`src/verilog/cfgsp_consts.svh`:
```
// constants of the configurable-pin serial port: frame, timing, commands
`ifndef CFGSP_CONSTS_SVH
`define CFGSP_CONSTS_SVH

////////////////////////////////////////////////////////////////////////////////
// frame and buffer shape
`define CFGSP_FRAME_BITS     5'h10
`define CFGSP_WORD_W         16
`define CFGSP_FIFO_DEPTH     8
`define CFGSP_FIFO_AW        3
`define CFGSP_PINS           8

////////////////////////////////////////////////////////////////////////////////
// timing: main clock, serial clock made by the host, conversion time
`define CFGSP_MCLK_NS        50
`define CFGSP_SCLK_WR_MAX_MHZ 50
`define CFGSP_SCLK_RD_MAX_MHZ 20
`define CFGSP_SCLK_NS        400
`define CFGSP_SCLK_HALF      ((`CFGSP_SCLK_NS / `CFGSP_MCLK_NS) / 2)
`define CFGSP_CONV_NS        2500
`define CFGSP_CONV_CYC       ((`CFGSP_CONV_NS + `CFGSP_MCLK_NS - 1) / `CFGSP_MCLK_NS)

////////////////////////////////////////////////////////////////////////////////
// command word fields and codes
`define CFGSP_CMD_MSB        15
`define CFGSP_CMD_LSB        12
`define CFGSP_PIN_MSB        10
`define CFGSP_PIN_LSB        8
`define CFGSP_CMD_MODE       4'h1
`define CFGSP_CMD_GPIO       4'h2
`define CFGSP_CMD_READ       4'h3
`define CFGSP_CMD_CONV       4'h4
`define CFGSP_CMD_BUSY       4'h5
`define CFGSP_RD_GPIO_IN     2'h0
`define CFGSP_RD_GPIO_OUT    2'h1
`define CFGSP_RD_TEMP        2'h2

////////////////////////////////////////////////////////////////////////////////
// reset values
`define CFGSP_GPO_RST        8'h00
`define CFGSP_BUSY_EN_RST    1'h0
`define CFGSP_SYNC_RST       3'h2

`endif

```
`src/verilog/cfgsp_pkg.sv`:
```
// types shared by both ends of the configurable-pin serial port
package cfgsp_pkg;

    // function of one configurable pin
    typedef enum logic [2:0] {
        CFGSP_PIN_OFF  = 3'b000,
        CFGSP_PIN_DAC  = 3'b001,
        CFGSP_PIN_ADC  = 3'b010,
        CFGSP_PIN_DIN  = 3'b011,
        CFGSP_PIN_DOUT = 3'b100
    } cfgsp_pin_mode_t;

    // host frame sequencer
    typedef enum logic [2:0] {
        CFGSP_H_IDLE  = 3'b000,
        CFGSP_H_SETUP = 3'b001,
        CFGSP_H_HIGH  = 3'b010,
        CFGSP_H_LOW   = 3'b011,
        CFGSP_H_GAP   = 3'b100
    } cfgsp_host_st_t;

endpackage

```
`src/verilog/cfgsp_if.sv`:
```
// serial link between the host and the configurable-pin device
`timescale 1ns/1ns
interface cfgsp_if;
    logic sclk;
    logic sync_n;
    logic serial_data_in;
    logic serial_data_out;
    logic rst_n;

    modport dev (input sclk, input sync_n, input serial_data_in, input rst_n, output serial_data_out);
    modport host (output sclk, output sync_n, output serial_data_in, output rst_n, input serial_data_out);
endinterface

```
`src/verilog/cfgsp_dev.sv`:
```
// device end: serial target, pin configuration, conversion sequencer, reply fifo
`timescale 1ns/1ns
`include "cfgsp_consts.svh"

////////////////////////////////////////////////////////////////////////////////
// reply buffer: flop storage, one extra pointer bit tells full from empty
module cfgsp_fifo #(
    parameter int W  = 16,
    parameter int D  = 8,
    parameter int AW = 3
) (
    input  wire logic         clk,
    input  wire logic         rst,
    input  wire logic         in_valid,
    output logic              in_ready,
    input  wire logic [W-1:0] in_data,
    output logic              out_valid,
    input  wire logic         out_ready,
    output logic [W-1:0]      out_data
);
    logic [W-1:0] mem_q [D];
    logic [AW:0]  wp_q;
    logic [AW:0]  rp_q;
    wire          push = in_valid & in_ready;
    wire          pop  = out_valid & out_ready;

    // occupancy flags straight from the pointers
    assign in_ready  = (wp_q[AW-1:0] != rp_q[AW-1:0]) | (wp_q[AW] == rp_q[AW]);
    assign out_valid = wp_q != rp_q;
    assign out_data  = mem_q[rp_q[AW-1:0]];

    // storage written only on accepted pushes
    always_ff @(posedge clk) begin
        if (push) begin
            mem_q[wp_q[AW-1:0]] <= in_data;
        end
    end

    // pointers
    always_ff @(posedge clk or posedge rst) begin
        if (rst) begin
            wp_q <= '0;
            rp_q <= '0;
        end else begin
            if (push) begin
                wp_q <= wp_q + 1'b1;
            end
            if (pop) begin
                rp_q <= rp_q + 1'b1;
            end
        end
    end
endmodule

////////////////////////////////////////////////////////////////////////////////
module cfgsp_dev (
    input  wire logic        MCLK,
    input  wire logic        SYS_RST,
    cfgsp_if.dev             LINK,
    input  wire logic [7:0]  CONFIG_PIN_IN,
    input  wire logic [11:0] ADC_SAMPLE,
    input  wire logic [11:0] TEMP_CODE,
    output logic      [7:0]  CONFIG_PIN_OUT,
    output logic      [7:0]  CONFIG_PIN_OE_N,
    output logic             BUSY
);
    localparam logic [5:0] CONV_N = 6'(`CFGSP_CONV_CYC);

    ////////////////////////////////////////////////////////////////////////////
    // reset: either source clears at once, release is synchronised to MCLK
    wire        arst = SYS_RST | ~LINK.rst_n;
    logic [1:0] rsync_q;
    wire        rst  = ~rsync_q[1];

    // release follows two clean edges so no flop sees a runt release
    always_ff @(posedge MCLK or posedge arst) begin
        if (arst) begin
            rsync_q <= 2'h0;
        end else begin
            rsync_q <= {rsync_q[0], 1'b1};
        end
    end

    ////////////////////////////////////////////////////////////////////////////
    // link inputs: two flops each, a third stage only for edge finding
    logic [2:0] lm_q;
    logic [2:0] ls_q;
    logic [1:0] lp_q;
    logic [7:0] pm_q;
    logic [7:0] ps_q;

    always_ff @(posedge MCLK or posedge rst) begin
        if (rst) begin
            lm_q <= `CFGSP_SYNC_RST;
            ls_q <= `CFGSP_SYNC_RST;
            lp_q <= 2'h1;
            pm_q <= 8'h00;
            ps_q <= 8'h00;
        end else begin
            lm_q <= {LINK.sclk, LINK.sync_n, LINK.serial_data_in};
            ls_q <= lm_q;
            lp_q <= ls_q[2:1];
            pm_q <= CONFIG_PIN_IN;
            ps_q <= pm_q;
        end
    end

    // edges of the sampled serial clock and frame select
    wire sclk_s    = ls_q[2];
    wire sync_s    = ls_q[1];
    wire sdi_s     = ls_q[0];
    wire sclk_fall = lp_q[1] & ~sclk_s;
    wire sclk_rise = ~lp_q[1] & sclk_s;
    wire sync_fall = lp_q[0] & ~sync_s;
    wire sync_rise = ~lp_q[0] & sync_s;

    ////////////////////////////////////////////////////////////////////////////
    // frame shifter
    logic [4:0]  cnt_q;
    logic [15:0] rx_q;
    logic [15:0] tx_q;
    logic        fell_q;
    logic        sdo_q;
    logic        fo_valid;
    logic [15:0] fo_data;
    wire  [15:0] tx_load = fo_valid ? fo_data : 16'h0000; // empty buffer sends zeros

    assign LINK.serial_data_out = sdo_q;

    // in on falls, out on the first rise after each fall
    always_ff @(posedge MCLK or posedge rst) begin
        if (rst) begin
            cnt_q  <= 5'h00;
            rx_q   <= 16'h0000;
            tx_q   <= 16'h0000;
            fell_q <= 1'b0;
            sdo_q  <= 1'b0;
        end else if (sync_fall) begin
            cnt_q  <= 5'h00;
            fell_q <= 1'b0;
            tx_q   <= tx_load;
            sdo_q  <= tx_load[15];
        end else if (!sync_s) begin
            if (sclk_fall && cnt_q != `CFGSP_FRAME_BITS) begin
                rx_q   <= {rx_q[14:0], sdi_s};
                cnt_q  <= cnt_q + 5'h01;
            end
            if (sclk_fall) begin
                fell_q <= 1'b1;
            end else if (sclk_rise && fell_q) begin
                tx_q   <= {tx_q[14:0], 1'b0};
                sdo_q  <= tx_q[14];
                fell_q <= 1'b0;
            end
        end
    end

    ////////////////////////////////////////////////////////////////////////////
    // command decode; only a complete frame acts on select rising
    wire       exec    = sync_rise & (cnt_q == `CFGSP_FRAME_BITS);
    wire [3:0] cmd     = rx_q[`CFGSP_CMD_MSB:`CFGSP_CMD_LSB];
    wire [2:0] pin_idx = rx_q[`CFGSP_PIN_MSB:`CFGSP_PIN_LSB];
    wire [2:0] ch      = rx_q[2:0];
    wire [1:0] rd_sel  = rx_q[1:0];
    wire       mode_ok = rx_q[2:0] <= 3'(cfgsp_pkg::CFGSP_PIN_DOUT);

    cfgsp_pkg::cfgsp_pin_mode_t mode_q [`CFGSP_PINS];
    logic [7:0]  gpo_q;
    logic        busy_en_q;
    logic [5:0]  conv_cnt_q;
    logic [2:0]  conv_ch_q;
    logic [11:0] res_q;
    logic        done_q;
    logic [7:0]  din_mask;
    logic        fi_ready;

    wire conv_busy  = conv_cnt_q != 6'h00;
    wire conv_start = exec & (cmd == `CFGSP_CMD_CONV) & ~conv_busy & ~done_q &
                      (mode_q[ch] == cfgsp_pkg::CFGSP_PIN_ADC);
    wire rd_req     = exec & (cmd == `CFGSP_CMD_READ);

    // readback value; input levels only show on digital-input pins
    wire [11:0] rd_val  = (rd_sel == `CFGSP_RD_GPIO_IN)  ? {4'h0, ps_q & din_mask} :
                          (rd_sel == `CFGSP_RD_GPIO_OUT) ? {4'h0, gpo_q} :
                          (rd_sel == `CFGSP_RD_TEMP)     ? TEMP_CODE : 12'h000;
    wire [15:0] rd_word = {2'h0, rd_sel, rd_val};
    wire [15:0] cv_word = {1'b1, conv_ch_q, res_q};

    // a pending result owns the push port; a read arriving then is dropped
    wire        fi_valid = done_q | rd_req;
    wire [15:0] fi_data  = done_q ? cv_word : rd_word;

    // configuration registers
    always_ff @(posedge MCLK or posedge rst) begin
        if (rst) begin
            for (int i = 0; i < `CFGSP_PINS; i++) begin
                mode_q[i] <= cfgsp_pkg::CFGSP_PIN_OFF;
            end
            gpo_q     <= `CFGSP_GPO_RST;
            busy_en_q <= `CFGSP_BUSY_EN_RST;
        end else if (exec) begin
            if (cmd == `CFGSP_CMD_MODE && mode_ok) begin
                mode_q[pin_idx] <= cfgsp_pkg::cfgsp_pin_mode_t'(rx_q[2:0]);
            end
            if (cmd == `CFGSP_CMD_GPIO) begin
                gpo_q <= rx_q[7:0];
            end
            if (cmd == `CFGSP_CMD_BUSY) begin
                busy_en_q <= rx_q[0];
            end
        end
    end

    // conversion timer; a result waits in done_q while the buffer is full
    always_ff @(posedge MCLK or posedge rst) begin
        if (rst) begin
            conv_cnt_q <= 6'h00;
            conv_ch_q  <= 3'h0;
            res_q      <= 12'h000;
            done_q     <= 1'b0;
        end else begin
            if (conv_start) begin
                conv_cnt_q <= CONV_N;
                conv_ch_q  <= ch;
            end else if (conv_busy) begin
                conv_cnt_q <= conv_cnt_q - 6'h01;
            end
            if (conv_cnt_q == 6'h01) begin
                res_q  <= ADC_SAMPLE;
                done_q <= 1'b1;
            end else if (done_q && fi_ready) begin
                done_q <= 1'b0;
            end
        end
    end

    cfgsp_fifo #(
        .W  (`CFGSP_WORD_W),
        .D  (`CFGSP_FIFO_DEPTH),
        .AW (`CFGSP_FIFO_AW)
    ) u_reply (
        .clk       (MCLK),
        .rst       (rst),
        .in_valid  (fi_valid),
        .in_ready  (fi_ready),
        .in_data   (fi_data),
        .out_valid (fo_valid),
        .out_ready (sync_fall),
        .out_data  (fo_data)
    );

    ////////////////////////////////////////////////////////////////////////////
    // pin drivers; analog modes leave the digital driver off, except on pin 7 while busy output is on
    for (genvar i = 0; i < `CFGSP_PINS; i++) begin : g_pin
        wire busy_pin = (i == `CFGSP_PINS - 1) & busy_en_q;
        wire drive    = busy_pin | (mode_q[i] == cfgsp_pkg::CFGSP_PIN_DOUT);
        assign din_mask[i] = mode_q[i] == cfgsp_pkg::CFGSP_PIN_DIN;

        always_ff @(posedge MCLK or posedge rst) begin
            if (rst) begin
                CONFIG_PIN_OUT[i]  <= 1'b0;
                CONFIG_PIN_OE_N[i] <= 1'b1;
            end else begin
                CONFIG_PIN_OUT[i]  <= busy_pin ? conv_busy : (drive & gpo_q[i]);
                CONFIG_PIN_OE_N[i] <= ~drive;
            end
        end
    end

    // busy flag for the user side
    always_ff @(posedge MCLK or posedge rst) begin
        if (rst) begin
            BUSY <= 1'b0;
        end else begin
            BUSY <= conv_busy;
        end
    end
endmodule

```
`src/flat_wrapper.sv`:
```
// flat-port wrapper written by rule: the top's interface ports become plain ports
module cfgsp_dev_flat 
  (MCLK, SYS_RST, CONFIG_PIN_IN, ADC_SAMPLE, TEMP_CODE, CONFIG_PIN_OUT, CONFIG_PIN_OE_N, BUSY, LINK_sclk, LINK_sync_n, LINK_serial_data_in, LINK_rst_n, LINK_serial_data_out);
  cfgsp_if LINK_i ();
  input  wire logic MCLK;
  input  wire logic SYS_RST;
  input  wire logic [7:0] CONFIG_PIN_IN;
  input  wire logic [11:0] ADC_SAMPLE;
  input  wire logic [11:0] TEMP_CODE;
  output logic      [7:0] CONFIG_PIN_OUT;
  output logic      [7:0] CONFIG_PIN_OE_N;
  output logic BUSY;
  input wire logic [$bits(LINK_i.sclk)-1:0] LINK_sclk;
  input wire logic [$bits(LINK_i.sync_n)-1:0] LINK_sync_n;
  input wire logic [$bits(LINK_i.serial_data_in)-1:0] LINK_serial_data_in;
  input wire logic [$bits(LINK_i.rst_n)-1:0] LINK_rst_n;
  output wire logic [$bits(LINK_i.serial_data_out)-1:0] LINK_serial_data_out;
  assign LINK_i.sclk = LINK_sclk;
  assign LINK_i.sync_n = LINK_sync_n;
  assign LINK_i.serial_data_in = LINK_serial_data_in;
  assign LINK_i.rst_n = LINK_rst_n;
  assign LINK_serial_data_out = LINK_i.serial_data_out;
  cfgsp_dev u_core (.MCLK(MCLK), .SYS_RST(SYS_RST), .LINK(LINK_i), .CONFIG_PIN_IN(CONFIG_PIN_IN), .ADC_SAMPLE(ADC_SAMPLE), .TEMP_CODE(TEMP_CODE), .CONFIG_PIN_OUT(CONFIG_PIN_OUT), .CONFIG_PIN_OE_N(CONFIG_PIN_OE_N), .BUSY(BUSY));
endmodule
```
`config.mk`:
```
export PLATFORM = sky130hd
export DESIGN_NAME = cfgsp_dev_flat
export DESIGN_NICKNAME = d
export VERILOG_FILES = /design/src/verilog/cfgsp_pkg.sv /design/src/verilog/cfgsp_if.sv /design/src/verilog/cfgsp_dev.sv /design/src/flat_wrapper.sv
export VERILOG_INCLUDE_DIRS = /design/src /design/src/verilog
export SDC_FILE = /design/constraint.sdc
export NUM_CORES = 1
export LEC_CHECK = 0
export ABC_AREA = 0
export BUFFER_PORTS_ARGS = -buffer_cell sky130_fd_sc_hd__clkbuf_2
export CORE_MARGIN = 8
export CORE_UTILIZATION = 55
export DETAILED_ROUTE_END_ITERATION = 8
export PLACE_DENSITY = 0.84
export SYNTH_ARGS = -nofsm -noshare
export SYNTH_HDL_FRONTEND = slang
export SYNTH_SLANG_ARGS = --single-unit
```
`constraint.sdc`:
```
create_clock -name MCLK -period 6.2 [get_ports MCLK]
set_input_delay 0 -clock MCLK [delete_from_list [all_inputs] [get_ports MCLK]]
set_output_delay 0 -clock MCLK [all_outputs]
set_load 0.005 [all_outputs]
```
* After elaboration in Yosys (flattened, before gate mapping) *
Memories as Yosys holds them, arrays and structs flattened.
Cells that the tools add are included.

word-level totals
  flip-flop bits (word level) = 144
  latch bits = 0
  RAM bits = 128
  memory bits (read-only) = 0
  bits of input ports = 38
  word-level logic and storage cells = 180
  memories kept = 1

cells by class
  add/sub/neg operators = 4
  $mul = 0
  divide/modulo/power cells = 0
  order comparisons = 4
  equal/unequal tests = 32
  shifts and indexed selects = 0
  multiplexer cells = 33
  bitwise gates (word level) = 43
  reduce and logical (&&, ||, !) cells = 19

memories
  name                  depth  bits a word  read ports  clocked after memory_dff  write ports  RTL line         source
  u_core.u_reply.mem_q  8      16           1           0                         1            cfgsp_dev.sv:21  logic [W-1:0] mem_q [D];

operators with widths
  cell                                                                   number
  15-bit 2-to-1 mux                                                      4
  12-bit 2-to-1 mux                                                      3
  16-bit 2-to-1 mux                                                      2
  3-bit by 2-bit equality test with 1-bit output, second input constant  9
  24-bit bitwise mux                                                     1
  3-bit equality test, second input constant                             8
  1-bit bitwise AND                                                      20
  1-bit inverter                                                         16
  5-bit 2-to-1 mux                                                       3
  1-bit 2-to-1 mux                                                       13
  6-bit 2-to-1 mux                                                       2
  2-bit AND reduction                                                    5
  3-bit binary-select mux with 3-bit select                              1
  3-bit demux with 3-bit select                                          1
  3-bit 2-to-1 mux                                                       3
  4-bit by 1-bit adder with 4-bit output, second input constant          2
  8-bit bitwise AND                                                      1
  4-bit by 2-bit equality test with 1-bit output, second input constant  2
  4-bit by 3-bit equality test with 1-bit output, second input constant  2
  4-bit greater-or-equal comparator, second input constant               2
  3-bit inverter with 4-bit output                                       2
  2-bit nonzero test                                                     4
  6-bit by 1-bit equality test with 1-bit output, second input constant  1
  3-bit AND reduction                                                    2
  other kinds (18)                                                       26

* Logic depth before layout (Yosys ltp) *
  depth in word-level cells = 8
  mapped depth = 8
  depth with buffers taken out = 7

* Hierarchy *
Synthesis repeated with hierarchy kept, for this count alone.

second synthesis, totals
  cell total of the unflattened synthesis = 734
  area total of the unflattened synthesis = 11,335.9 µm²

by module, submodules not included
  module      times used  cells an instance  area an instance (µm²)  seq. area each (µm²)
  cfgsp_dev   1           486                5,785.5                 3,417.0
  cfgsp_fifo  1           248                5,550.3                 4,043.9

* Worst setup path after synthesis *
Ideal clock, no wire load.

  kind = register to register
  from = reg u_core.cnt_q[0]
  to = mem u_core.u_reply.mem_q[4][0], enable pin
  library setup time = 0.413 ns
  data arrival time = 2.632 ns
  data required time = 5.787 ns
  slack = 3.155 ns
  cell stages (with the launch flop) = 7
  buffers on the path = 0
  period minus slack after synthesis = 3.045 ns
  cell sequence = dfrtp_1 inv_1 ha_1 and4bb_2 a41oi_1 or3_1 nor3b_1

between the ends
  word-level cells in the longest chain between the ends = 7

RTL lines
  what                                    RTL line          source
  start, declared                         cfgsp_dev.sv:119  logic [4:0] cnt_q;
  start signal, assigned                  cfgsp_dev.sv:146  cnt_q <= cnt_q + 5'h01;
  5-bit equality test (no line)           --
  1-bit bitwise AND                       cfgsp_dev.sv:160  wire exec = sync_rise & (cnt_q == `CFGSP_FRAME_BITS);
  1-bit bitwise AND                       cfgsp_dev.sv:180  wire rd_req = exec & (cmd == `CFGSP_CMD_READ);
  1-bit OR                                cfgsp_dev.sv:190  wire fi_valid = done_q | rd_req;
  1-bit bitwise AND                       cfgsp_dev.sv:24   wire push = in_valid & in_ready;
  1-bit 2-to-1 mux                        cfgsp_dev.sv:34   if (push) begin
  1-bit 2-to-1 mux (not written as such)  cfgsp_dev.sv:35   mem_q[wp_q[AW-1:0]] <= in_data;
  end, declared                           cfgsp_dev.sv:21

Every way passes these cells.

* Worst setup path after layout *
  from = reg u_core.u_reply.rp_q[0]
  to = mem u_core.u_reply.mem_q[6][2], enable pin

between the ends
  word-level cells in the longest chain between the ends = 5

RTL lines
  what                                    RTL line         source
  start, declared                         cfgsp_dev.sv:23  logic [AW:0] rp_q;
  start signal, assigned                  cfgsp_dev.sv:49  rp_q <= rp_q + 1'b1;
  3-bit inequality test                   cfgsp_dev.sv:28  assign in_ready = (wp_q[AW-1:0] != rp_q[AW-1:0]) | (wp_q[AW] == rp_q[AW]);
  1-bit OR                                cfgsp_dev.sv:28
  1-bit bitwise AND                       cfgsp_dev.sv:24
  1-bit 2-to-1 mux                        cfgsp_dev.sv:34
  1-bit 2-to-1 mux (not written as such)  cfgsp_dev.sv:35

Every way passes these cells.

==> impl_metrics.ini <==
[synthesis]
syn_area_um2 = 11000
yosys.area.top_type = edfxtp_1
postSynthRegisterBits = 272
yosys_warnings = 0
synth.yosys.seq_area_share_pct = 68.0
yosys.cell_count.top_type = dfrtp_1
synth.distinct_cells = 52
synth-edff-count = 128
synth.top_cell.area_share_pct = 35.0
average_cell_area_after_synthesis_um2 = 15.8
synth_ff_type = dfrtp_1
ys_async_sr_fraction_pct = 52.9
mappedNetlistNets = 739
yosys-top-cells-area = edfxtp_1, dfrtp_1, mux2_2
synth_common_cells = dfrtp_1, edfxtp_1, mux2_2
syn-instance-count = 694

[route]
drt_drc_violations_left = 0
totalWireLength_um = 23400
detailroute.via_count = 6369
wl_per_cell_um = 21.9
postRouteAntennaNets = 0
met1Wirelength_um = 9500
detail_route.vias_per_cell = 5.97
detail_route.first_pass.iterations = 5
route.met3.wl_um = 1550
detailroute.wirelength.met2_um = 11500
dr.first_iter.drc_count = 643
maxUsedRoutingLayer = met4

[floorplanning]
number_of_cell_rows = 51
io-pin-count = 56
die_width_um = 157
core_area_um2 = 19500
dieHeight_um = 157
dieArea_um2 = 24700
start_util_pct = 56.2

[clock_network]
clock_sink_count = 272
insertion_delay_ns = 0.53
max-clock-path-buffers = 3
cts-htree-levels = 1
hold_buffers = 27
number_of_gates_given_a_new_drive_strength_after_cts = 0
cts_tree = yes
postCtsSetupBuffers = 0
cts_made_buffers = 26
cts.clk_slew.worst_paths_ns = 0.06
cts-root-buf = clkbuf_16

[sta]
finalHoldViolCount = 0
finalSetupTns_ns = 0
fin_crit_ns = 3.36
maxClockFrequency_mhz = 298
worst_pin_slew_ns = 1.38
slew_headroom_pct = 7.87
rsz0062_at_grt = false
slew_violations = 0
final.period_utilization_pct = 54.2
setup_ws_ns = 2.84
fin_skew_ns = 0.0109
timing.final.setup_violations = 0
hold_slack_ns = 0.121

[power]
total_leakage_power_nw = 5.00
total_power_per_unit_cell_area_nw_per_um2 = 296
power.ir.vdd_worst_v = 0.000264

[placement]
pre_cts_slack_ns = 2.87
dp_hpwl_um = 14500
globalplace.congestion = 0.807
port-buffer-count = 55

[critical_path]
critPathArrivalTime_ns = 3.49
setup.worst_path.end = u_core.u_reply.mem_q[6][2]
rr_startpoint = u_core.u_reply.rp_q[0]
critical_path.startpoint_type = register
worst-r2r-cell-count = 5
critical_path_class = reg -> reg
regToRegSetupSlack_ns = 2.84
critical_path_peak_fanout = 36
crit-reg2reg-capture = u_core.u_reply.mem_q[6][2]
crit_start = u_core.u_reply.rp_q[0]
crit_required_ns = 6.33
end_kind = register

[flow_run]
max_cap_violations = 0

[final_layout]
antenna_cells_inserted = 0
finalNetCount = 826
share_of_layout_cells_above_drive_strength_1_pct = 29.7
areaGrowthSynthToFinish_pct = 15.8

[global_route]
antenna_found_initial = 0
grt_first_pass_wirelength_um = 37400
overall_track_demand_over_capacity_in_global_routing_pct = 19.5
grt_max_degree = 77
gr-total-overflow = 0
number_of_global_route_vias_before_repair = 6683

[min_path]
min_path_type = in -> reg

[run_status]
status = completed
-- registers in the layout, summed over array words and instances, names as in the netlist, 6 cells and up --
| register | cells |
|---|---|
| u_core.CONFIG_PIN_OE_N | 8 |
| u_core.CONFIG_PIN_OUT | 8 |
| u_core.conv_cnt_q | 6 |
| u_core.gpo_q | 8 |
| u_core.mode_q | 24 |
| u_core.pm_q | 8 |
| u_core.ps_q | 8 |
| u_core.res_q | 12 |
| u_core.rx_q | 16 |
| u_core.tx_q | 15 |
| u_core.u_reply.mem_q | 128 |
-- through the flow --
step           power, mW  util (%)  cells  area [µm²]
2_1_floorplan       2.13         -    694       11000
3_3_place_gp        2.19      59.2    989       11600
3_5_place_dp        2.20      59.2    989       11600
4_1_cts             3.79      64.9   1064       12700
5_1_grt             3.87      65.1   1066       12700
6_report            3.77      65.1   1066       12700
-- final cells by class --
type / count / area [µm²]
Fill cell: 1313 / 6810
Sequential cell: 272 / 7470
Inverter: 6 / 22.5
Clock buffer: 30 / 666
Multi-Input combinational cell: 382 / 3400
Clock inverter: 18 / 190
Tap cell: 265 / 332
Timing Repair Buffer: 93 / 636
-- placed cells by master (no fill, tap or decap), drive strengths merged, types with 3 or more instances in the layout --
cell type and instances:
a21o 3, a21oi 17, and3 7, buf 11, bufinv 4, clkbuf 85
clkinv 14, dfrtp 133, dfstp 11, dlygate4sd3 27, edfxtp 128, ha 7
inv 6, mux2 75, mux2i 28, mux4 33, nand2 51, nand2b 3
nand3 5, nand4b 8, nand4bb 3, nor2 40, nor2b 5, nor3 10
nor3b 10, nor4b 4, o21ai 16, o22ai 19, xnor2 5, xor2 8
-- routing by layer --
| layer | vias up | track usage, % |
|---|---|---|
| met4 | 0 | 7.48 |
| met2 | 271 | 32.4 |
| met5 | - | 0 |
| li1 | 2773 | - |
| met3 | 62 | 3.81 |
| met1 | 3263 | 24.8 |
-- report_power, final --
group / switching, mW / leakage [nW] / internal (mW)
registers: 0.0418 / 3.02 / 1.95
clock network: 0.649 / 0.418 / 0.934
logic: 0.128 / 1.56 / 0.0692
total: 0.819 / 5.00 / 2.95
-- logic make-up after synthesis --
group           count (synthesis)  share of synthesized area (%)
buf+inv                        40                           1.56
fa+ha+maj                       7                          0.798
other cells                     1                         0.0342
compound gates                 63                           3.39
flops                         272                           68.0
xor+xnor                       13                           1.04
mux                           136                           17.1
simple gates                  162                           8.14
-- how the worst min path moves through the flow --
stage                        start           endpoint  slack [ns]  depth (start not counted)
6_report          CONFIG_PIN_IN[6]     u_core.pm_q[6]        0.12                          2
5_1_grt        LINK_serial_data_in     u_core.lm_q[0]        0.11                          2
4_1_cts           CONFIG_PIN_IN[6]     u_core.pm_q[6]        0.10                          2
3_5_place_dp               SYS_RST  u_core.rsync_q[0]       -0.09                          2
3_3_place_gp               SYS_RST  u_core.rsync_q[0]       -0.10                          2
2_1_floorplan              SYS_RST  u_core.rsync_q[0]       -0.20                          1
-- worst max-delay path, stage by stage (launching register included) --
cell and delay (ns):
dfrtp_2 0.34, buf_4 0.54, xor2_1 0.32, nor4b_1 0.15
or3_1 0.50, nor2_1 1.07
No activity file was read; power rests on OpenSTA's default activity.
